`src/hw/coe_pkg.sv`:
```
// package: register map, field positions and reset values of the comparator event logic
package coe_pkg;
	localparam int ADDR_W = 3;
	localparam logic [2:0] ADDR_CMP_ONE_CTRL = 3'h0;
	localparam logic [2:0] ADDR_CMP_TWO_CTRL = 3'h1;
	localparam logic [2:0] ADDR_MIRROR_GATE = 3'h2;
	localparam logic [2:0] ADDR_FLAG = 3'h3;
	localparam logic [2:0] ADDR_ENABLE = 3'h4;
	localparam logic [2:0] ADDR_REF_CTRL = 3'h5;
	localparam logic [2:0] ADDR_IRQ_CTRL = 3'h6;
	localparam logic [2:0] ADDR_DIR = 3'h7;
	// control register fields
	localparam int CTL_ON = 7;
	localparam int CTL_RESULT = 6;
	localparam int CTL_OE = 5;
	localparam int CTL_INV = 4;
	// mirror/gate register fields
	localparam int MIR_ONE = 7;
	localparam int MIR_TWO = 6;
	localparam int MIR_GSS = 1;
	localparam int MIR_SYNC = 0;
	// flag / enable register fields
	localparam int FLG_TWO = 4;
	localparam int FLG_ONE = 3;
	// reference control fields
	localparam int REF_RANGE = 5;
	// irq control fields
	localparam int IRQ_GLOBAL = 1;
	localparam int IRQ_PERIPH = 0;
	// direction fields: bit 0 drives cmp one pin, bit 1 cmp two pin (0 = output)
	localparam int DIR_ONE = 0;
	localparam int DIR_TWO = 1;
	localparam logic [7:0] RST_CTRL = 8'h00;
	localparam logic [1:0] RST_GATE = 2'h2;
	localparam logic [7:0] RST_FLAG = 8'h00;
	localparam logic [7:0] RST_REF = 8'h00;
	localparam logic [1:0] RST_IRQ = 2'h0;
	localparam logic [1:0] RST_DIR = 2'h3;
	localparam logic [7:0] MASK_CTRL_WR = 8'hbf;
	localparam logic [7:0] MASK_REF_WR = 8'hef;
endpackage

```
`src/hw/coe_mismatch.sv`:
```
// per-comparator mismatch edge detector with refreshable stored state
`timescale 1ns/1ps
module coe_mismatch (
	input wire logic clk_i,
	input wire logic rst_n_i,
	input wire logic result_i,
	input wire logic refresh_i,
	output logic set_o
);
	logic prev_q;
	logic pend_q;
	wire differ = result_i ^ prev_q;
	// only a new mismatch edge fires; the stored value tracks only on refresh
	always_ff @(posedge clk_i or negedge rst_n_i)
	begin
		if (!rst_n_i)
		begin
			prev_q <= 1'b0;
			pend_q <= 1'b0;
			set_o <= 1'b0;
		end
		else
		begin
			set_o <= differ & ~pend_q;
			pend_q <= differ & ~refresh_i;
			if (refresh_i)
				prev_q <= result_i;
		end
	end
endmodule

```
`src/hw/coe_sync2.sv`:
```
// two-flop synchroniser for one level
`timescale 1ns/1ps
module coe_sync2 (
	input wire logic clk_i,
	input wire logic rst_n_i,
	input wire logic d_i,
	output logic q_o
);
	logic s1_q;
	always_ff @(posedge clk_i or negedge rst_n_i)
	begin
		if (!rst_n_i)
		begin
			s1_q <= 1'b0;
			q_o <= 1'b0;
		end
		else
		begin
			s1_q <= d_i;
			q_o <= s1_q;
		end
	end
endmodule

```
`src/hw/coe_top.sv`:
```
// comparator output, timer gate, pin and mismatch flag logic
// Function
// - mirror register bit 7 shows comparator one result, bit 6 comparator two.
// - mirror register bits 5 to 2 read zero, writes ignored.
// - gate select 1 routes gate pin to timer gate, 0 synced comparator two.
// - sync enable latches comparator two on timer clock falling edge, else passes.
// - the sync latch is clocked from the prescaler output when prescaling.
// - latch on falling timer edge; timer counts on rising edge.
// - enabled pin outputs carry the unsynchronised comparator result.
// - port direction bit stays the pin driver enable.
// - interrupt flag set on edge of result mismatch, not its level.
// - flags at bits 4 and 3; software writes 0 clears, 1 sets.
// - interrupt needs per-comparator, peripheral and global enables; flag sets regardless.
// - unrefreshed mismatch state ignores return; control access refresh makes it flag.
// - a change during a control read still sets its flag; set is decided in the cycle of the refresh.
// - reset returns all registers to reset values; comparators disabled.
// - 4-bit level code and range select give 32 reference levels.
// - low range code*supply/24; high range supply/4 plus code*supply/32.
// - internal results latched each cycle; pin outputs unlatched.
// - mirror register reads leave stored mismatch state unchanged.
`timescale 1ns/1ps
module coe_top (
	input wire logic clk_i,
	input wire logic rst_n_i,
	input wire logic [2:0] addr_i,
	input wire logic [7:0] wdata_i,
	input wire logic wr_i,
	input wire logic rd_i,
	output logic [7:0] rdata_o,
	input wire logic cmp_one_raw_i,
	input wire logic cmp_two_raw_i,
	input wire logic timer_gate_pin_i,
	input wire logic timer_clk_i,
	output logic timer_gate_o,
	output logic cmp_one_pin_o,
	output logic cmp_one_pin_oe_o,
	output logic cmp_two_pin_o,
	output logic cmp_two_pin_oe_o,
	output logic cmp_one_on_o,
	output logic cmp_two_on_o,
	output logic [7:0] cmp_one_cfg_o,
	output logic [7:0] cmp_two_cfg_o,
	output logic ref_range_select_o,
	output logic [3:0] ref_level_code_o,
	output logic [4:0] ladder_reference_o,
	output logic cmp_irq_o
);
	logic [7:0] ctl_one_q;
	logic [7:0] ctl_two_q;
	logic [1:0] gate_q;
	logic [1:0] flag_q;
	logic [1:0] ien_q;
	logic [7:0] ref_q;
	logic [1:0] irq_ctl_q;
	logic [1:0] dir_q;
	logic [7:0] rdata_d;
	logic set_one;
	logic set_two;
	logic tclk_s;
	logic tclk_prev_q;
	logic two_latch_q;

	// polarity-corrected results; comparator is forced low while off
	wire res_one = ctl_one_q[coe_pkg::CTL_ON] & (cmp_one_raw_i ^ ctl_one_q[coe_pkg::CTL_INV]);
	wire res_two = ctl_two_q[coe_pkg::CTL_ON] & (cmp_two_raw_i ^ ctl_two_q[coe_pkg::CTL_INV]);
	logic res_one_q;
	logic res_two_q;

	wire wr_one = wr_i && addr_i == coe_pkg::ADDR_CMP_ONE_CTRL;
	wire wr_two = wr_i && addr_i == coe_pkg::ADDR_CMP_TWO_CTRL;
	wire wr_gate = wr_i && addr_i == coe_pkg::ADDR_MIRROR_GATE;
	wire wr_flag = wr_i && addr_i == coe_pkg::ADDR_FLAG;
	wire wr_ien = wr_i && addr_i == coe_pkg::ADDR_ENABLE;
	wire wr_ref = wr_i && addr_i == coe_pkg::ADDR_REF_CTRL;
	wire wr_irq = wr_i && addr_i == coe_pkg::ADDR_IRQ_CTRL;
	wire wr_dir = wr_i && addr_i == coe_pkg::ADDR_DIR;
	// only control register accesses refresh the mismatch state, never the mirror
	wire refresh_one = (wr_i | rd_i) && addr_i == coe_pkg::ADDR_CMP_ONE_CTRL;
	wire refresh_two = (wr_i | rd_i) && addr_i == coe_pkg::ADDR_CMP_TWO_CTRL;

	// timer clock arrives asynchronously and passes a two-flop synchroniser; its falling edge is seen in this domain.
	// the caller feeds the prescaler output here when prescaling is used.
	coe_sync2 u_tclk_sync (
		.clk_i(clk_i),
		.rst_n_i(rst_n_i),
		.d_i(timer_clk_i),
		.q_o(tclk_s)
	);
	wire tclk_fall = tclk_prev_q & ~tclk_s;
	wire two_synced = gate_q[coe_pkg::MIR_SYNC] ? two_latch_q : res_two;

	coe_mismatch u_mm_one (
		.clk_i(clk_i),
		.rst_n_i(rst_n_i),
		.result_i(res_one_q),
		.refresh_i(refresh_one),
		.set_o(set_one)
	);
	coe_mismatch u_mm_two (
		.clk_i(clk_i),
		.rst_n_i(rst_n_i),
		.result_i(res_two_q),
		.refresh_i(refresh_two),
		.set_o(set_two)
	);

	wire [7:0] ctl_one_rd = {ctl_one_q[7], res_one_q, ctl_one_q[5:0]};
	wire [7:0] ctl_two_rd = {ctl_two_q[7], res_two_q, ctl_two_q[5:0]};
	wire [7:0] mirror_rd = {res_one_q, res_two_q, 4'h0, gate_q};

	always_comb
	begin
		if (addr_i == coe_pkg::ADDR_CMP_ONE_CTRL)
			rdata_d = ctl_one_rd;
		else if (addr_i == coe_pkg::ADDR_CMP_TWO_CTRL)
			rdata_d = ctl_two_rd;
		else if (addr_i == coe_pkg::ADDR_MIRROR_GATE)
			rdata_d = mirror_rd;
		else if (addr_i == coe_pkg::ADDR_FLAG)
			rdata_d = {3'h0, flag_q, 3'h0};
		else if (addr_i == coe_pkg::ADDR_ENABLE)
			rdata_d = {3'h0, ien_q, 3'h0};
		else if (addr_i == coe_pkg::ADDR_REF_CTRL)
			rdata_d = ref_q;
		else if (addr_i == coe_pkg::ADDR_IRQ_CTRL)
			rdata_d = {6'h00, irq_ctl_q};
		else
			rdata_d = {6'h00, dir_q};
		if (!rd_i)
			rdata_d = 8'h00;
	end

	// high range adds a quarter of supply: result in 1/96 supply units would need more
	// width, so the code is exported as range plus step and the ladder picks the tap
	wire [4:0] ladder_d = {ref_q[coe_pkg::REF_RANGE], ref_q[3:0]};

	always_ff @(posedge clk_i or negedge rst_n_i)
	begin
		if (!rst_n_i)
		begin
			ctl_one_q <= coe_pkg::RST_CTRL;
			ctl_two_q <= coe_pkg::RST_CTRL;
			gate_q <= coe_pkg::RST_GATE;
			ref_q <= coe_pkg::RST_REF;
			irq_ctl_q <= coe_pkg::RST_IRQ;
			dir_q <= coe_pkg::RST_DIR;
			ien_q <= 2'h0;
		end
		else
		begin
			if (wr_one)
				ctl_one_q <= wdata_i & coe_pkg::MASK_CTRL_WR;
			if (wr_two)
				ctl_two_q <= wdata_i & coe_pkg::MASK_CTRL_WR;
			if (wr_gate)
				gate_q <= wdata_i[1:0];
			if (wr_ref)
				ref_q <= wdata_i & coe_pkg::MASK_REF_WR;
			if (wr_irq)
				irq_ctl_q <= wdata_i[1:0];
			if (wr_dir)
				dir_q <= wdata_i[1:0];
			if (wr_ien)
				ien_q <= wdata_i[coe_pkg::FLG_TWO:coe_pkg::FLG_ONE];
		end
	end

	// flags: hardware set wins over a software clear in the same cycle
	always_ff @(posedge clk_i or negedge rst_n_i)
	begin
		if (!rst_n_i)
			flag_q <= 2'h0;
		else
		begin
			flag_q[1] <= set_two | (wr_flag ? wdata_i[coe_pkg::FLG_TWO] : flag_q[1]);
			flag_q[0] <= set_one | (wr_flag ? wdata_i[coe_pkg::FLG_ONE] : flag_q[0]);
		end
	end

	always_ff @(posedge clk_i or negedge rst_n_i)
	begin
		if (!rst_n_i)
		begin
			res_one_q <= 1'b0;
			res_two_q <= 1'b0;
			tclk_prev_q <= 1'b0;
			two_latch_q <= 1'b0;
		end
		else
		begin
			// internal copies refresh once per cycle; a change coinciding with a
			// control read still flags, as set is decided before the refreshed state lands
			res_one_q <= res_one;
			res_two_q <= res_two;
			tclk_prev_q <= tclk_s;
			if (tclk_fall)
				two_latch_q <= res_two;
		end
	end

	always_ff @(posedge clk_i or negedge rst_n_i)
	begin
		if (!rst_n_i)
		begin
			rdata_o <= 8'h00;
			timer_gate_o <= 1'b0;
			cmp_one_pin_o <= 1'b0;
			cmp_one_pin_oe_o <= 1'b0;
			cmp_two_pin_o <= 1'b0;
			cmp_two_pin_oe_o <= 1'b0;
			cmp_one_on_o <= 1'b0;
			cmp_two_on_o <= 1'b0;
			cmp_one_cfg_o <= coe_pkg::RST_CTRL;
			cmp_two_cfg_o <= coe_pkg::RST_CTRL;
			ref_range_select_o <= 1'b0;
			ref_level_code_o <= 4'h0;
			ladder_reference_o <= 5'h00;
			cmp_irq_o <= 1'b0;
		end
		else
		begin
			rdata_o <= rdata_d;
			timer_gate_o <= gate_q[coe_pkg::MIR_GSS] ? timer_gate_pin_i : two_synced;
			// pins take the unlatched result, one register stage only to meet the output style
			cmp_one_pin_o <= res_one;
			cmp_two_pin_o <= res_two;
			cmp_one_pin_oe_o <= ctl_one_q[coe_pkg::CTL_OE] & ctl_one_q[coe_pkg::CTL_ON]
				& ~dir_q[coe_pkg::DIR_ONE];
			cmp_two_pin_oe_o <= ctl_two_q[coe_pkg::CTL_OE] & ctl_two_q[coe_pkg::CTL_ON]
				& ~dir_q[coe_pkg::DIR_TWO];
			cmp_one_on_o <= ctl_one_q[coe_pkg::CTL_ON];
			cmp_two_on_o <= ctl_two_q[coe_pkg::CTL_ON];
			cmp_one_cfg_o <= ctl_one_q;
			cmp_two_cfg_o <= ctl_two_q;
			ref_range_select_o <= ref_q[coe_pkg::REF_RANGE];
			ref_level_code_o <= ref_q[3:0];
			ladder_reference_o <= ladder_d;
			cmp_irq_o <= irq_ctl_q[coe_pkg::IRQ_GLOBAL] & irq_ctl_q[coe_pkg::IRQ_PERIPH]
				& |(flag_q & ien_q);
		end
	end
endmodule

```
`config.mk`:
```
export PLATFORM = sky130hd
export DESIGN_NAME = coe_top
export DESIGN_NICKNAME = d
export VERILOG_FILES = /design/src/hw/coe_pkg.sv /design/src/hw/coe_mismatch.sv /design/src/hw/coe_sync2.sv /design/src/hw/coe_top.sv
export SDC_FILE = /design/constraint.sdc
export NUM_CORES = 1
export LEC_CHECK = 0
export BUFFER_PORTS_ARGS = -buffer_cell sky130_fd_sc_hd__buf_4
export CORE_ASPECT_RATIO = 1.4
export CORE_UTILIZATION = 25
export DETAILED_ROUTE_END_ITERATION = 10
export GPL_ROUTABILITY_DRIVEN = 0
export PLACE_DENSITY = 0.44
export SKIP_LAST_GASP = 1
export SYNTH_ARGS = -nofsm -noshare
export SYNTH_HDL_FRONTEND = slang
export SYNTH_SLANG_ARGS = --single-unit
```
`constraint.sdc`:
```
create_clock -name clk_i -period 1.45 [get_ports clk_i]
set_input_delay 0 -clock clk_i [delete_from_list [all_inputs] [get_ports clk_i]]
set_output_delay 0 -clock clk_i [all_outputs]
set_load 0.02 [all_outputs]
```
Yosys cells after proc, flatten, opt, wreduce, memory -nomap -nowiden
Index checks and enable logic that the tools add are counted.
{ "classes": {"n_mux": 12, "n_reduce_logical": 12, "shift": 0, "n_eq_ne": 7, "bitwise": 28, "addsub": 0, "div_mod_pow": 0, "n_mul": 0, "magnitude_cmp": 0} }
{ "op_table": {"columns": ["op", "count"], "rows": [
  ["$mux 8", 7],
  ["$and 1x1->1", 13],
  ["$eq 3x3->1 const B", 4],
  ["$logic_and 1x1->1", 10],
  ["$not 1->1", 7],
  ["$eq 3x2->1 const B", 2],
  ["$mux 1", 4],
  ["$xor 1x1->1", 4],
  ["$eq 3x1->1 const B", 1],
  ["$logic_not 3->1", 1],
  ["$or 1x1->1", 3],
  ["$and 2x2->2", 1],
  ["$mux 2", 1],
  ["$reduce_or 2->1", 1]
]} }
{ "word_totals": {"memories": 0, "rom_bits": 0, "ramBits": 0, "in_bits": 19, "latchBits": 0, "elab_cells": 91, "regBits": 81} }

Depth between registers and ports, before layout
Gate-level depths: netlist (run 1).
{ "logic_depth": {"ltp_word": 9, "mapped_depth": 5} }

Hierarchy
Synthesis (run 1) repeated with hierarchy kept, for this count alone.
{ "hier_totals": {"cells_unflattened": 209, "hier_area_um2": 2910.3} }
{ "modules_own_cells": {"columns": ["module", "instances", "area_per_inst_um2", "seq_area_each_um2", "cells_each"], "rows": [
  ["coe_top", 1, 2647.5, 1655.3, 193],
  ["coe_mismatch", 2, 106.4, 75.1, 7],
  ["coe_sync2", 1, 50.0, 50.0, 2]
]} }

Worst setup path after synthesis (run 1)
No wires, ideal clock.
{ "synth_timing": {"path_type": "input -> register", "start": "input port addr_i[1]", "end": "register u_mm_one.prev_q", "path_slack_ns": 0.301, "path_stages": 5, "arrival_ns": 1.021, "required_ns": 1.322, "n_path_buf": 2, "cell_sequence": "buf_6 or3_4 buf_6 nor2_4 mux2_1"} }
{ "synth_via": {"elab_chain_cells": 2} }
{ "synth_lines": {"columns": ["item", "line", "text"], "rows": [
  ["start: declaration", "coe_top.sv:25", "input wire logic [2:0] addr_i,"],
  ["$logic_not 3->1", "coe_top.sv:78", "wire refresh_one = (wr_i | rd_i) && addr_i == coe_pkg::ADDR_CMP_ONE_CTRL;"],
  ["$logic_and 1x1->1", "coe_top.sv:78", null],
  ["end signal: assignment", "coe_mismatch.sv:27", "prev_q <= result_i;"],
  ["end: declaration", "coe_mismatch.sv:10", "logic prev_q;"]
]} }
No other way between the ends.
A chain may end at the register's enable or synchronous reset.

Worst setup path after layout (run 1)
{ "layout_timing": {"start": "register dir_q[0]", "end": "register rdata_o[0]"} }
{ "layout_via": {"elab_chain_cells": 8} }
{ "layout_lines": {"columns": ["item", "line", "text"], "rows": [
  ["start: declaration", "coe_top.sv:55", "logic [1:0] dir_q;"],
  ["start signal: assignment", "coe_top.sv:146", "dir_q <= coe_pkg::RST_DIR;"],
  ["start signal: assignment", "coe_top.sv:162", "dir_q <= wdata_i[1:0];"],
  ["$mux 2", "coe_top.sv:125", "else if (addr_i == coe_pkg::ADDR_IRQ_CTRL)"],
  ["$mux 8", "coe_top.sv:123", "else if (addr_i == coe_pkg::ADDR_REF_CTRL)"],
  ["$mux 8", "coe_top.sv:121", "else if (addr_i == coe_pkg::ADDR_ENABLE)"],
  ["$mux 8", "coe_top.sv:119", "else if (addr_i == coe_pkg::ADDR_FLAG)"],
  ["$mux 8", "coe_top.sv:117", "else if (addr_i == coe_pkg::ADDR_MIRROR_GATE)"],
  ["$mux 8", "coe_top.sv:115", "else if (addr_i == coe_pkg::ADDR_CMP_TWO_CTRL)"],
  ["$mux 8", "coe_top.sv:113", "if (addr_i == coe_pkg::ADDR_CMP_ONE_CTRL)"],
  ["$mux 8", "coe_top.sv:129", "if (!rd_i)"],
  ["via rdata_d[0]", "coe_top.sv:56", "logic [7:0] rdata_d;"],
  ["end signal: assignment", "coe_top.sv:222", "rdata_o <= rdata_d;"],
  ["end: declaration", "coe_top.sv:29", "output logic [7:0] rdata_o,"]
]} }
The timed path passes the listed nets, and every way through them passes these cells.

==> impl_metrics.prom, run 1 <==
# TYPE chip_impl_metric gauge
chip_impl_metric{name="floorplan.die_area",unit="mm^2"} 0.0120
chip_impl_metric{name="placeableCoreArea",unit="mm^2"} 0.0113
chip_impl_metric{name="drive_gt1_share",unit="%"} 41.8
chip_impl_metric{name="number_of_pins_with_negative_max_slew_slack_in_the_final_report",unit=""} 0
chip_impl_metric{name="path_clk_slew",unit="ns"} 0.06
chip_impl_metric{name="yosysWarningCount",unit=""} 0
chip_impl_metric{name="io-pin-count",unit=""} 61
chip_impl_metric{name="area.growth.synth_to_final",unit="%"} 34.6
chip_impl_info{name="hold_path.class",value="in -> reg"} 1
chip_impl_info{name="critical_path.slowest_cell",value="sky130_fd_sc_hd__dfstp_2"} 1
chip_impl_metric{name="max_clock_freq",unit="MHz"} 737
chip_impl_metric{name="post-cts-setup-buffers",unit=""} 0
chip_impl_metric{name="placed_cell_area",unit="mm^2"} 0.00347
chip_impl_metric{name="antenna_diode_instance_count",unit=""} 0
chip_impl_metric{name="drt_pre_antenna_iters",unit=""} 4
chip_impl_metric{name="finalWirelength",unit="mm"} 6.93
chip_impl_metric{name="ctsHoldBuffers",unit=""} 14
chip_impl_metric{name="dr_total_vias",unit=""} 1912
chip_impl_metric{name="synth.lib_cells_used.distinct",unit=""} 39
chip_impl_metric{name="yosys.area.top_type_share",unit="%"} 61.5
chip_impl_metric{name="place_ws",unit="ns"} 0.0968
chip_impl_metric{name="avgRoutedWirePerCell",unit="um"} 15.9
chip_impl_metric{name="fin_skew",unit="ns"} 0.00546
chip_impl_info{name="crit_chain",value="mux2_2 > a221oi_1 > a2111oi_0"} 1
chip_impl_info{name="tritoncts_clock_tree",value="built"} 1
chip_impl_metric{name="grtUsageMet2",unit="%"} 19.9
chip_impl_metric{name="drc_errors",unit=""} 0
chip_impl_metric{name="detail_routed_via_count_per_cell",unit=""} 4.39
chip_impl_metric{name="finalHoldViolCount",unit=""} 0
chip_impl_metric{name="globalRouteOverflowTotal",unit=""} 0
chip_impl_metric{name="cellPowerDensity",unit="mW/mm^2"} 1600
chip_impl_metric{name="data_required_time_of_the_worst_path",unit="ns"} 1.63
chip_impl_info{name="synth_commonest_cells",value="sky130_fd_sc_hd__dfrtp_1 (71), sky130_fd_sc_hd__mux2_2 (34), sky130_fd_sc_hd__o21ai_0 (11), sky130_fd_sc_hd__buf_4 (10), sky130_fd_sc_hd__nor2_1 (10)"} 1
chip_impl_metric{name="syn-cell-area",unit="mm^2"} 0.00289
chip_impl_info{name="setup.worst_path.class",value="reg -> reg"} 1
chip_impl_info{name="yosysMostFrequentCell",value="sky130_fd_sc_hd__dfrtp_1"} 1
chip_impl_metric{name="pin_count_of_the_biggest_net_entering_global_routing",unit=""} 45
chip_impl_metric{name="grt_util_met1",unit="%"} 15.5
chip_impl_metric{name="postRouteAntennaNets",unit=""} 0
chip_impl_metric{name="final_util",unit="%"} 34.5
chip_impl_metric{name="cellLeakagePower",unit="nW"} 1.77
chip_impl_metric{name="finalWorstPathRequiredPeriod",unit="ns"} 1.36
chip_impl_metric{name="ir_drop",unit="V"} 0.000536
chip_impl_metric{name="initial_core_util",unit="%"} 25.6
chip_impl_metric{name="antenna_found_initial",unit=""} 0
chip_impl_info{name="clock-root-buffer",value="sky130_fd_sc_hd__clkbuf_16"} 1
chip_impl_metric{name="clk_latency",unit="ns"} 0.33
chip_impl_metric{name="maximum_fanout_encountered_on_the_critical_timing_path",unit=""} 3
chip_impl_metric{name="finalCritPeriodShare",unit="%"} 93.6
chip_impl_info{name="synth-main-ff-cell",value="sky130_fd_sc_hd__dfrtp_1"} 1
chip_impl_metric{name="grt_first_pass_wirelength",unit="mm"} 11.0
chip_impl_metric{name="clock_path_buffers",unit=""} 2
chip_impl_info{name="synthDominantAreaCellType",value="sky130_fd_sc_hd__dfrtp_1"} 1
chip_impl_metric{name="multiInputGateArea",unit="um^2"} 901
chip_impl_metric{name="via_count_of_the_first_global_routing_pass",unit=""} 1933
chip_impl_metric{name="post_cts_resize_count",unit=""} 0
chip_impl_metric{name="average_size_of_a_mapped_cell",unit="um^2"} 13.8
chip_impl_metric{name="die_w",unit="um"} 92.9
chip_impl_metric{name="ff_latch_area",unit="mm^2"} 0.00186
chip_impl_metric{name="filler_cell_count",unit=""} 1169
chip_impl_info{name="timing.critical_path.max_delay_family",value="flip-flops"} 1
chip_impl_metric{name="cts.htree.levels",unit=""} 3
chip_impl_metric{name="setup_total_negative_slack",unit="ns"} 0
chip_impl_metric{name="path_buf_inv",unit=""} 0
chip_impl_info{name="critPathCaptureType",value="flip-flop"} 1
chip_impl_metric{name="floorplan.rows",unit=""} 46
chip_impl_metric{name="syn_inst",unit=""} 209
chip_impl_metric{name="port_buffers",unit=""} 58
chip_impl_info{name="busiest_layer",value="met2"} 1
chip_impl_metric{name="final_instance_area",unit="mm^2"} 0.00389
chip_impl_metric{name="drtIter0Drc",unit=""} 92
chip_impl_metric{name="clkSinkCount",unit=""} 74
chip_impl_metric{name="tritoncts_buffer_count",unit=""} 9
chip_impl_metric{name="hpwl_after_detailed_placement",unit="mm"} 5.00
chip_impl_info{name="status",value="finished clean"} 1
chip_impl_metric{name="global_route.usage.total",unit="%"} 12.6
chip_impl_metric{name="timing.critical_path.slowest_cell_delay",unit="ns"} 0.54
chip_impl_metric{name="design.final.nets",unit=""} 306
chip_impl_metric{name="worst_path_setup_slack_after_routing",unit="ns"} 0.0931
chip_impl_metric{name="dieHeight",unit="um"} 129
chip_impl_info{name="startpoint_type",value="flip-flop"} 1
chip_impl_metric{name="synth-edff-count",unit=""} 0
chip_impl_metric{name="crit_arrival",unit="ns"} 1.54
chip_impl_metric{name="use_met3",unit="%"} 3.52
chip_impl_metric{name="synth-seq-cells",unit=""} 74
chip_impl_info{name="rsz0062_at_grt",value="false"} 1
chip_impl_metric{name="number_of_endpoints_failing_setup_at_the_final_stage",unit=""} 0
chip_impl_metric{name="cap_viol_max_count",unit=""} 0
chip_impl_metric{name="synth_async_sr_flop_share",unit="%"} 100
chip_impl_info{name="synth_area_leaders",value="sky130_fd_sc_hd__dfrtp_1 (61%), sky130_fd_sc_hd__mux2_2 (13%), sky130_fd_sc_hd__dfstp_2 (2.7%), sky130_fd_sc_hd__buf_4 (2.6%), sky130_fd_sc_hd__o21ai_0 (1.9%)"} 1
chip_impl_metric{name="ys_seq_area_share",unit="%"} 64.2
logic make-up (layout without fill, tap and decap cells):
logic type,after synthesis,in the layout,share of synthesized area [%]
AO/OA/AOI/OAI,28,28,5.89
buffers and inverters,20,102,4.76
flip-flops,74,74,64.2
AND/OR/NAND/NOR,45,45,9.48
multiplexers,37,37,14.3
XOR/XNOR,4,4,1.21
other,1,2,0.130
layout make-up:
class,instances,area share (%)
inverter,5,0.482
tap,144,4.63
clock buffer,13,6.17
clock inverter,3,1.03
timing repair buffer,81,16.8
multi-input combinational,116,23.2
sequential,74,47.7
layout by cell type, fill, tap and decap left out, drive strengths merged, types with 3 or more instances in the layout:
cell type,instances
dfrtp,71
nand2,4
a21oi,6
mux2,35
nand2b,3
nor2b,3
nand4,4
clkinv,3
dfstp,3
a31oi,4
buf,67
inv,4
nand3,7
dlygate4sd3,14
o21ai,11
nor2,12
clkbuf,13
registers in the layout, summed over array words and instances, names as in the netlist, 2 cells and up:
name                flops
ctl_one_q               7
gate_q                  2
ref_q                   7
cmp_two_cfg_o           7
ladder_reference_o      5
cmp_one_cfg_o           7
ctl_two_q               7
dir_q                   2
rdata_o                 8
irq_ctl_q               2
flag_q                  2
ien_q                   2
power breakdown:
group / total (mW) / switching (mW) / internal [mW]
logic: 1.26 / 0.630 / 0.629
clock network: 2.13 / 0.805 / 1.33
registers: 2.83 / 0.301 / 2.53
worst register-to-register path, delay by kind of cell (launching register included):
kind,cells,cell delay (ns)
compound gates,2,0.53
flops,1,0.54
mux,1,0.14
through the flow:
step | instances | power [mW] | hold WS [ns]
floorplan | 210 | 3.53 | -0.296
global placement | 406 | 4.11 | -0.166
detailed placement | 406 | 4.12 | -0.162
CTS | 436 | 6.31 | 0.00749
global route | 436 | 6.52 | 0.0257
finish | 436 | 6.22 | 0.0195
path summary, 6_finish.rpt:
check / startpoint / end / slack, ns / cells past startpoint
max in group asynchronous: rst_n_i / u_mm_one.prev_q$_DFFE_PN0P_ / 0.90 / 3
max reg2reg: dir_q[0]$_DFFE_PN1P_ / rdata_o[0]$_DFF_PN0_ / 0.09 / 3
max: dir_q[0]$_DFFE_PN1P_ / rdata_o[0]$_DFF_PN0_ / 0.09 / 3
min in group asynchronous: rst_n_i / cmp_one_cfg_o[1]$_DFF_PN0_ / 0.04 / 2
min: addr_i[2] / rdata_o[5]$_DFF_PN0_ / 0.02 / 3
min reg2reg: u_tclk_sync.s1_q$_DFF_PN0_ / u_tclk_sync.q_o$_DFF_PN0_ / 0.35 / 0
per-layer routing:
metal | vias up | share of wire [%]
met5 | - | 0
met4 | 0 | 2.6
met3 | 12 | 4.5
met2 | 54 | 51
met1 | 964 | 42
li1 | 882 | -
Note: power is estimated with default switching activity, not from simulation.
==> inputs of run 2 (changes only) <==
- ABC_AREA: unset -> 1
==> run 2 against run 1 <==
Sequential share of layout area decreased by 0.56 points. Maximum frequency increased by 26%. Clock skew rose by 0.0012 ns. Utilization increased by 0.058 points. Largest power group unchanged. Critical endpoint unchanged. Register-to-register slack better by 0.28 ns. Wire length rose by 1.5%. Area after synthesis grew 2.2%. Final cell count rose by 14%. Clock power grew 13%. Global-route usage grew 0.18 points.
==> impl_metrics.prom, run 2 <==
# TYPE chip_impl_metric gauge
chip_impl_metric{name="clkSinkCount",unit=""} 74
chip_impl_metric{name="io-pin-count",unit=""} 61
chip_impl_metric{name="crit_arrival",unit="ns"} 1.33
chip_impl_info{name="layout_common_cells",value="sky130_fd_sc_hd__dfrtp_1 (71), sky130_fd_sc_hd__nand2_1 (64), sky130_fd_sc_hd__buf_4 (60)"} 1
chip_impl_metric{name="filler_cell_count",unit=""} 1172
chip_impl_metric{name="drc_errors",unit=""} 0
chip_impl_metric{name="post_cts_resize_count",unit=""} 0
chip_impl_metric{name="finalCritPeriodShare",unit="%"} 74.2
chip_impl_metric{name="area.growth.synth_to_final",unit="%"} 33.3
chip_impl_metric{name="largest_register_ff_count",unit=""} 8
chip_impl_metric{name="drive_gt1_share",unit="%"} 32.0
chip_impl_metric{name="cellPowerDensity",unit="mW/mm^2"} 1590
chip_impl_metric{name="hpwl_after_detailed_placement",unit="mm"} 5.31
chip_impl_metric{name="via_count_of_the_first_global_routing_pass",unit=""} 2069
chip_impl_info{name="top_register",value="rdata_o"} 1
chip_impl_info{name="startpoint_type",value="flip-flop"} 1
chip_impl_info{name="yosysMostFrequentCell",value="sky130_fd_sc_hd__dfrtp_1"} 1
chip_impl_metric{name="port_buffers",unit=""} 58
chip_impl_metric{name="synth-seq-cells",unit=""} 74
chip_impl_metric{name="initial_core_util",unit="%"} 25.9
chip_impl_metric{name="cts.htree.levels",unit=""} 3
chip_impl_metric{name="tritoncts_buffer_count",unit=""} 9
chip_impl_info{name="rsz0062_at_grt",value="false"} 1
chip_impl_metric{name="multiInputGateArea",unit="um^2"} 886
chip_impl_metric{name="path_clk_slew",unit="ns"} 0.06
chip_impl_metric{name="global_route.usage.total",unit="%"} 12.8
chip_impl_metric{name="ff_latch_area",unit="mm^2"} 0.00186
chip_impl_metric{name="dieHeight",unit="um"} 131
chip_impl_info{name="layout_commonest_cell",value="sky130_fd_sc_hd__dfrtp_1"} 1
chip_impl_metric{name="data_required_time_of_the_worst_path",unit="ns"} 1.71
chip_impl_metric{name="post-cts-setup-buffers",unit=""} 0
chip_impl_metric{name="synth.lib_cells_used.distinct",unit=""} 31
chip_impl_metric{name="synth-edff-count",unit=""} 0
chip_impl_info{name="synthDominantAreaCellType",value="sky130_fd_sc_hd__dfrtp_1"} 1
chip_impl_info{name="clock-root-buffer",value="sky130_fd_sc_hd__clkbuf_16"} 1
chip_impl_info{name="status",value="finished clean"} 1
chip_impl_info{name="synth_commonest_cells",value="sky130_fd_sc_hd__dfrtp_1 (71), sky130_fd_sc_hd__nand2_1 (64), sky130_fd_sc_hd__inv_1 (18), sky130_fd_sc_hd__nor2_1 (16), sky130_fd_sc_hd__a21oi_1 (15)"} 1
chip_impl_metric{name="average_size_of_a_mapped_cell",unit="um^2"} 10.6
chip_impl_metric{name="finalWirelength",unit="mm"} 7.03
chip_impl_metric{name="finalPower",unit="mW"} 6.25
chip_impl_metric{name="max_clock_freq",unit="MHz"} 929
chip_impl_metric{name="finalHoldViolCount",unit=""} 0
chip_impl_metric{name="maximum_fanout_encountered_on_the_critical_timing_path",unit=""} 3
chip_impl_metric{name="clk_latency",unit="ns"} 0.33
chip_impl_metric{name="antenna_diode_instance_count",unit=""} 0
chip_impl_metric{name="placeableCoreArea",unit="mm^2"} 0.0114
chip_impl_metric{name="antenna_found_initial",unit=""} 0
chip_impl_info{name="setup.worst_path.class",value="reg -> reg"} 1
chip_impl_info{name="hold_path.class",value="in -> reg"} 1
chip_impl_metric{name="drt_pre_antenna_iters",unit=""} 4
chip_impl_metric{name="yosys.area.top_type_share",unit="%"} 60.2
chip_impl_info{name="synth-main-ff-cell",value="sky130_fd_sc_hd__dfrtp_1"} 1
chip_impl_info{name="tritoncts_clock_tree",value="built"} 1
chip_impl_metric{name="globalRouteOverflowTotal",unit=""} 0
chip_impl_metric{name="yosysWarningCount",unit=""} 0
chip_impl_metric{name="ctsHoldBuffers",unit=""} 12
chip_impl_metric{name="ir_drop",unit="V"} 0.000544
chip_impl_info{name="critPathCaptureType",value="flip-flop"} 1
chip_impl_metric{name="avgRoutedWirePerCell",unit="um"} 14.1
chip_impl_metric{name="detail_routed_via_count_per_cell",unit=""} 4.26
chip_impl_metric{name="ys_seq_area_share",unit="%"} 62.8
chip_impl_metric{name="cap_viol_max_count",unit=""} 0
chip_impl_metric{name="cellLeakagePower",unit="nW"} 1.94
chip_impl_metric{name="dr_total_vias",unit=""} 2115
chip_impl_metric{name="finalWorstPathRequiredPeriod",unit="ns"} 1.08
chip_impl_metric{name="design.final.nets",unit=""} 367
chip_impl_metric{name="syn_inst",unit=""} 278
chip_impl_metric{name="number_of_pins_with_negative_max_slew_slack_in_the_final_report",unit=""} 0
chip_impl_metric{name="die_w",unit="um"} 93.9
chip_impl_metric{name="floorplan.die_area",unit="mm^2"} 0.0123
chip_impl_info{name="synth_area_leaders",value="sky130_fd_sc_hd__dfrtp_1 (60%), sky130_fd_sc_hd__nand2_1 (8.1%), sky130_fd_sc_hd__o21ai_2 (4.2%), sky130_fd_sc_hd__buf_4 (3.3%), sky130_fd_sc_hd__dfstp_2 (2.7%)"} 1
chip_impl_metric{name="drtIter0Drc",unit=""} 70
chip_impl_metric{name="fin_skew",unit="ns"} 0.00662
chip_impl_metric{name="clock_path_buffers",unit=""} 2
chip_impl_metric{name="setup_total_negative_slack",unit="ns"} 0
chip_impl_metric{name="floorplan.rows",unit=""} 46
chip_impl_metric{name="grt_first_pass_wirelength",unit="mm"} 11.3
chip_impl_metric{name="synth_async_sr_flop_share",unit="%"} 100
chip_impl_metric{name="pin_count_of_the_biggest_net_entering_global_routing",unit=""} 34
chip_impl_metric{name="postRouteAntennaNets",unit=""} 0
chip_impl_metric{name="syn-cell-area",unit="mm^2"} 0.00295
chip_impl_metric{name="number_of_endpoints_failing_setup_at_the_final_stage",unit=""} 0
[run 2: cell count changes after synthesis, moves of 8 or more]
cell,change
sky130_fd_sc_hd__mux2_2,-34
sky130_fd_sc_hd__nand2_1,+60
sky130_fd_sc_hd__o21ai_2,+14
sky130_fd_sc_hd__o21ai_1,+8
sky130_fd_sc_hd__inv_1,+14
sky130_fd_sc_hd__a21oi_1,+9
[run 2: per-layer routing]
layer	vias to the layer above	part of all wire [%]	track usage, %
met5	-	0	0
met4	0	2.1	6.24
met3	9	3.6	2.78
met2	39	53	21.9
met1	1026	41	15.1
li1	1041	-	-
[run 2: cell families after synthesis]
group,count (synthesis),synth area share (%)
DFF,74,62.8
xor gates and xnor gates,2,0.593
AOI/OAI and AO/OA,58,12.2
other,1,0.127
muxes,3,1.27
and+or+nand+nor,101,15.7
buffers and inverters,39,7.29
[run 2: worst max-delay path: stages, from the launching register on]
cell and delay, ns:
sky130_fd_sc_hd__dfstp_2 0.54, sky130_fd_sc_hd__nand2_1 0.05, sky130_fd_sc_hd__nand3_1 0.06, sky130_fd_sc_hd__nand2_1 0.05, sky130_fd_sc_hd__nand2_1 0.08, sky130_fd_sc_hd__nand2_1 0.08, sky130_fd_sc_hd__a21oi_1 0.14
[run 2: area by class of cell]
cell class              instances  area share [%]
clock buffers                  12            6.51
clock inverters                 4            1.87
inverters                      24            2.41
multi-input cells             166            22.5
flip-flops and latches         74            47.1
well taps                     144            4.58
repair buffers                 73            15.0
[run 2: path summary, 6_finish.rpt]
check	startpoint	endpoint	slack, ns	cells past startpoint
setup / recovery	dir_q[0]$_DFFE_PN1P_	rdata_o[0]$_DFF_PN0_	0.37	6
hold / removal	wr_i	gate_q[1]$_DFFE_PN1P_	0.04	3
setup reg to reg	dir_q[0]$_DFFE_PN1P_	rdata_o[0]$_DFF_PN0_	0.37	6
hold reg to reg	u_tclk_sync.s1_q$_DFF_PN0_	u_tclk_sync.q_o$_DFF_PN0_	0.36	0
max in group asynchronous	rst_n_i	rdata_o[7]$_DFF_PN0_	0.71	3
min in group asynchronous	rst_n_i	u_tclk_sync.s1_q$_DFF_PN0_	0.15	2
[run 2: metrics by stage]
| stage | utilization [%] | hold slack, ns | instances | instance area (um^2) | setup slack, ns |
|---|---|---|---|---|---|
| CTS | 34.6 | 0.0354 | 497 | 3940 | 0.354 |
| finish | 34.6 | 0.0437 | 497 | 3940 | 0.374 |
| detailed placement | 30.6 | -0.0164 | 469 | 3490 | 0.316 |
| global placement | 30.6 | -0.0142 | 469 | 3490 | 0.332 |
| global route | 34.6 | 0.0585 | 497 | 3940 | 0.252 |
| floorplan | - | -0.296 | 279 | 2960 | 0.441 |
[run 2: power breakdown]
part	internal, mW	leakage, nW	switching (mW)
Clock	1.60	0.163	0.814
Combinational	0.482	0.849	0.634
Sequential	2.46	0.933	0.265
Total	4.54	1.94	1.71
==> inputs of run 3 (changes only) <==
- ABC_AREA: 1 -> 0
- clock period: 1.45 -> 1 ns (I/O delays scaled with it)
==> run 3 against run 2 <==
The run now ends with negative setup slack left. Sequential power grew 50%. Maximum frequency down 1.5%. Global-route usage is 0.25 points higher. Setup slack worse by 0.47 ns. Worst hold slack worse by 0.0014 ns. Clock power rose by 55%. Non-clock buffer count grew 36. Via count decreased by 5.3%. Register-to-register slack got worse by 0.47 ns.
==> impl_metrics.prom, run 3 (same netlist as run 1, synthesis figures left out) <==
# TYPE chip_impl_metric gauge
chip_impl_info{name="status",value="finished, violations left"} 1
chip_impl_info{name="violations",value="negative setup slack"} 1
chip_impl_metric{name="dr_total_vias",unit=""} 2002
chip_impl_metric{name="area.growth.synth_to_final",unit="%"} 48.2
chip_impl_info{name="tritoncts_clock_tree",value="built"} 1
chip_impl_metric{name="number_of_endpoints_failing_setup_at_the_final_stage",unit=""} 3
chip_impl_info{name="hold_path.class",value="in -> reg"} 1
chip_impl_metric{name="port_buffers",unit=""} 58
chip_impl_metric{name="min_path_cells",unit=""} 4
chip_impl_metric{name="antenna_diode_instance_count",unit=""} 0
chip_impl_info{name="hp-start",value="addr_i[2]"} 1
chip_impl_info{name="setup.worst_path.class",value="reg -> reg"} 1
chip_impl_info{name="critPathCaptureType",value="flip-flop"} 1
chip_impl_metric{name="floorplan.die_area",unit="mm^2"} 0.0120
chip_impl_metric{name="via_count_of_the_first_global_routing_pass",unit=""} 2090
chip_impl_metric{name="clkSinkCount",unit=""} 74
chip_impl_metric{name="cts.htree.levels",unit=""} 3
chip_impl_metric{name="design.final.nets",unit=""} 334
chip_impl_metric{name="hpwl_after_detailed_placement",unit="mm"} 5.35
chip_impl_info{name="clock-root-buffer",value="sky130_fd_sc_hd__clkbuf_16"} 1
chip_impl_metric{name="max_clock_freq",unit="MHz"} 915
chip_impl_metric{name="ir_drop",unit="V"} 0.000886
chip_impl_metric{name="cellPowerDensity",unit="mW/mm^2"} 2330
chip_impl_metric{name="cellLeakagePower",unit="nW"} 1.98
chip_impl_metric{name="path_clk_slew",unit="ns"} 0.06
chip_impl_info{name="timing.hold.worst_endpoint",value="u_mm_one.pend_q$_DFF_PN0_"} 1
chip_impl_info{name="startpoint_type",value="flip-flop"} 1
chip_impl_metric{name="fin_skew",unit="ns"} 0.00414
chip_impl_metric{name="grt_first_pass_wirelength",unit="mm"} 11.3
chip_impl_metric{name="global_route.usage.total",unit="%"} 13.0
chip_impl_metric{name="pin_count_of_the_biggest_net_entering_global_routing",unit=""} 30
chip_impl_metric{name="die_w",unit="um"} 92.9
chip_impl_info{name="layout_commonest_cell",value="sky130_fd_sc_hd__buf_4"} 1
chip_impl_metric{name="io-pin-count",unit=""} 61
chip_impl_metric{name="crit_arrival",unit="ns"} 1.29
chip_impl_metric{name="number_of_pins_with_negative_max_slew_slack_in_the_final_report",unit=""} 0
chip_impl_metric{name="floorplan.rows",unit=""} 46
chip_impl_metric{name="globalRouteOverflowTotal",unit=""} 0
chip_impl_metric{name="drive_gt1_share",unit="%"} 51.2
chip_impl_metric{name="finalWorstPathRequiredPeriod",unit="ns"} 1.09
chip_impl_metric{name="finalCritPeriodShare",unit="%"} 109
chip_impl_metric{name="avgRoutedWirePerCell",unit="um"} 15.3
chip_impl_metric{name="initial_core_util",unit="%"} 25.6
chip_impl_info{name="worstReg2RegEnd",value="rdata_o[1]$_DFF_PN0_"} 1
chip_impl_metric{name="data_required_time_of_the_worst_path",unit="ns"} 1.19
chip_impl_metric{name="finalHoldViolCount",unit=""} 0
chip_impl_metric{name="antenna_found_initial",unit=""} 0
chip_impl_metric{name="drc_errors",unit=""} 0
chip_impl_metric{name="clock_path_buffers",unit=""} 2
chip_impl_metric{name="cap_viol_max_count",unit=""} 0
chip_impl_metric{name="final_instance_area",unit="mm^2"} 0.00428
chip_impl_metric{name="placed_cell_area",unit="mm^2"} 0.00376
chip_impl_metric{name="worst_reg2reg_path_depth",unit=""} 3
chip_impl_metric{name="clk_latency",unit="ns"} 0.33
chip_impl_metric{name="maximum_fanout_encountered_on_the_critical_timing_path",unit=""} 2
chip_impl_metric{name="finalWirelength",unit="mm"} 7.12
chip_impl_info{name="rsz0062_at_grt",value="true"} 1
chip_impl_metric{name="largest_register_ff_count",unit=""} 8
chip_impl_metric{name="detail_routed_via_count_per_cell",unit=""} 4.31
chip_impl_metric{name="postRouteAntennaNets",unit=""} 0
chip_impl_info{name="r2r-start",value="irq_ctl_q[1]$_DFFE_PN0P_"} 1
chip_impl_metric{name="finalPower",unit="mW"} 9.97
chip_impl_info{name="top_register",value="rdata_o"} 1
chip_impl_metric{name="tritoncts_buffer_count",unit=""} 9
chip_impl_info{name="layout_common_cells",value="sky130_fd_sc_hd__buf_4 (92), sky130_fd_sc_hd__dfrtp_1 (70), sky130_fd_sc_hd__mux2_2 (31)"} 1
chip_impl_metric{name="drt_pre_antenna_iters",unit=""} 6
chip_impl_metric{name="r2r_slack",unit="ns"} -0.09
chip_impl_metric{name="worst_path_setup_slack_after_routing",unit="ns"} -0.0925
chip_impl_metric{name="dieHeight",unit="um"} 129
chip_impl_metric{name="placeableCoreArea",unit="mm^2"} 0.0113
chip_impl_metric{name="drtIter0Drc",unit=""} 36
-- run 3: cell types whose count changed in the layout (fill, tap and decap cells not counted), sizes merged, moves of 3 or more --
cell | before | now
nor2b | 0 | 3
inv | 24 | 5
nand2b | 0 | 3
nor2 | 17 | 12
mux2 | 3 | 35
a21oi | 16 | 6
buf | 61 | 97
o21ai | 36 | 11
nand2 | 71 | 4
-- run 3: worst max-delay path, stage by stage (launching register included) --
cell,delay (ns)
sky130_fd_sc_hd__dfrtp_1,0.39
sky130_fd_sc_hd__mux2_4,0.29
sky130_fd_sc_hd__a221oi_4,0.23
sky130_fd_sc_hd__a2111oi_2,0.06
-- run 3: metal layers --
layer	share of wire (%)	track usage (%)	vias up	routed length, um
met1	43	15.6	996	3040
met3	3.4	2.82	16	240
met2	51	21.6	48	3630
met5	0	0	-	0
li1	-	-	942	-
met4	2.9	7.33	0	210
-- run 3: metrics by stage --
| step | instances | hold slack (ns) | setup slack (ns) | setup TNS (ns) | util (%) |
|---|---|---|---|---|---|
| after floorplan | 210 | -0.296 | -0.101 | -0.251 | - |
| after detailed placement | 435 | -0.102 | -0.192 | -4.29 | 33.3 |
| final | 464 | 0.0423 | -0.0925 | -0.229 | 38.0 |
| after global routing | 464 | 0.0946 | -0.142 | -0.396 | 38.0 |
| after CTS | 464 | 0.0336 | -0.164 | -0.392 | 37.7 |
| after global placement | 435 | -0.105 | -0.167 | -3.85 | 33.3 |
-- run 3: timing repair --
item,CTS,global route
setup endpoints to repair,3,5
hold endpoints to repair,103,0
pin swaps,1,1
resized for setup,5,6
hold buffers,12,0
buffers inserted,1,0
-- run 3: layout make-up --
cell class              count  area (um^2)
inverters                   5         18.8
clock buffers              10          239
well taps                 144          180
fillers                  1143         7000
multi-input cells         116          966
repair buffers            109          911
flip-flops and latches     74         1860
clock inverters             6          113
-- run 3: worst max path at each step --
stage                                         from                     endpoint  slack (ns)  cells after the start
after floorplan                          addr_i[0]  u_mm_one.prev_q$_DFFE_PN0P_       -0.10                      5
after global placement                   addr_i[2]     ctl_one_q[3]$_DFFE_PN0P_       -0.17                      5
after detailed placement      dir_q[1]$_DFFE_PN1P_         rdata_o[1]$_DFF_PN0_       -0.19                      3
after CTS                     dir_q[1]$_DFFE_PN1P_         rdata_o[1]$_DFF_PN0_       -0.16                      3
after global routing      irq_ctl_q[1]$_DFFE_PN0P_         rdata_o[1]$_DFF_PN0_       -0.14                      3
final                     irq_ctl_q[1]$_DFFE_PN0P_         rdata_o[1]$_DFF_PN0_       -0.09                      3
-- run 3: where the power goes --
part | total (mW) | switching (mW) | internal (mW)
logic | 2.15 | 1.01 | 1.13
clock network | 3.74 | 1.23 | 2.51
registers | 4.08 | 0.420 | 3.66
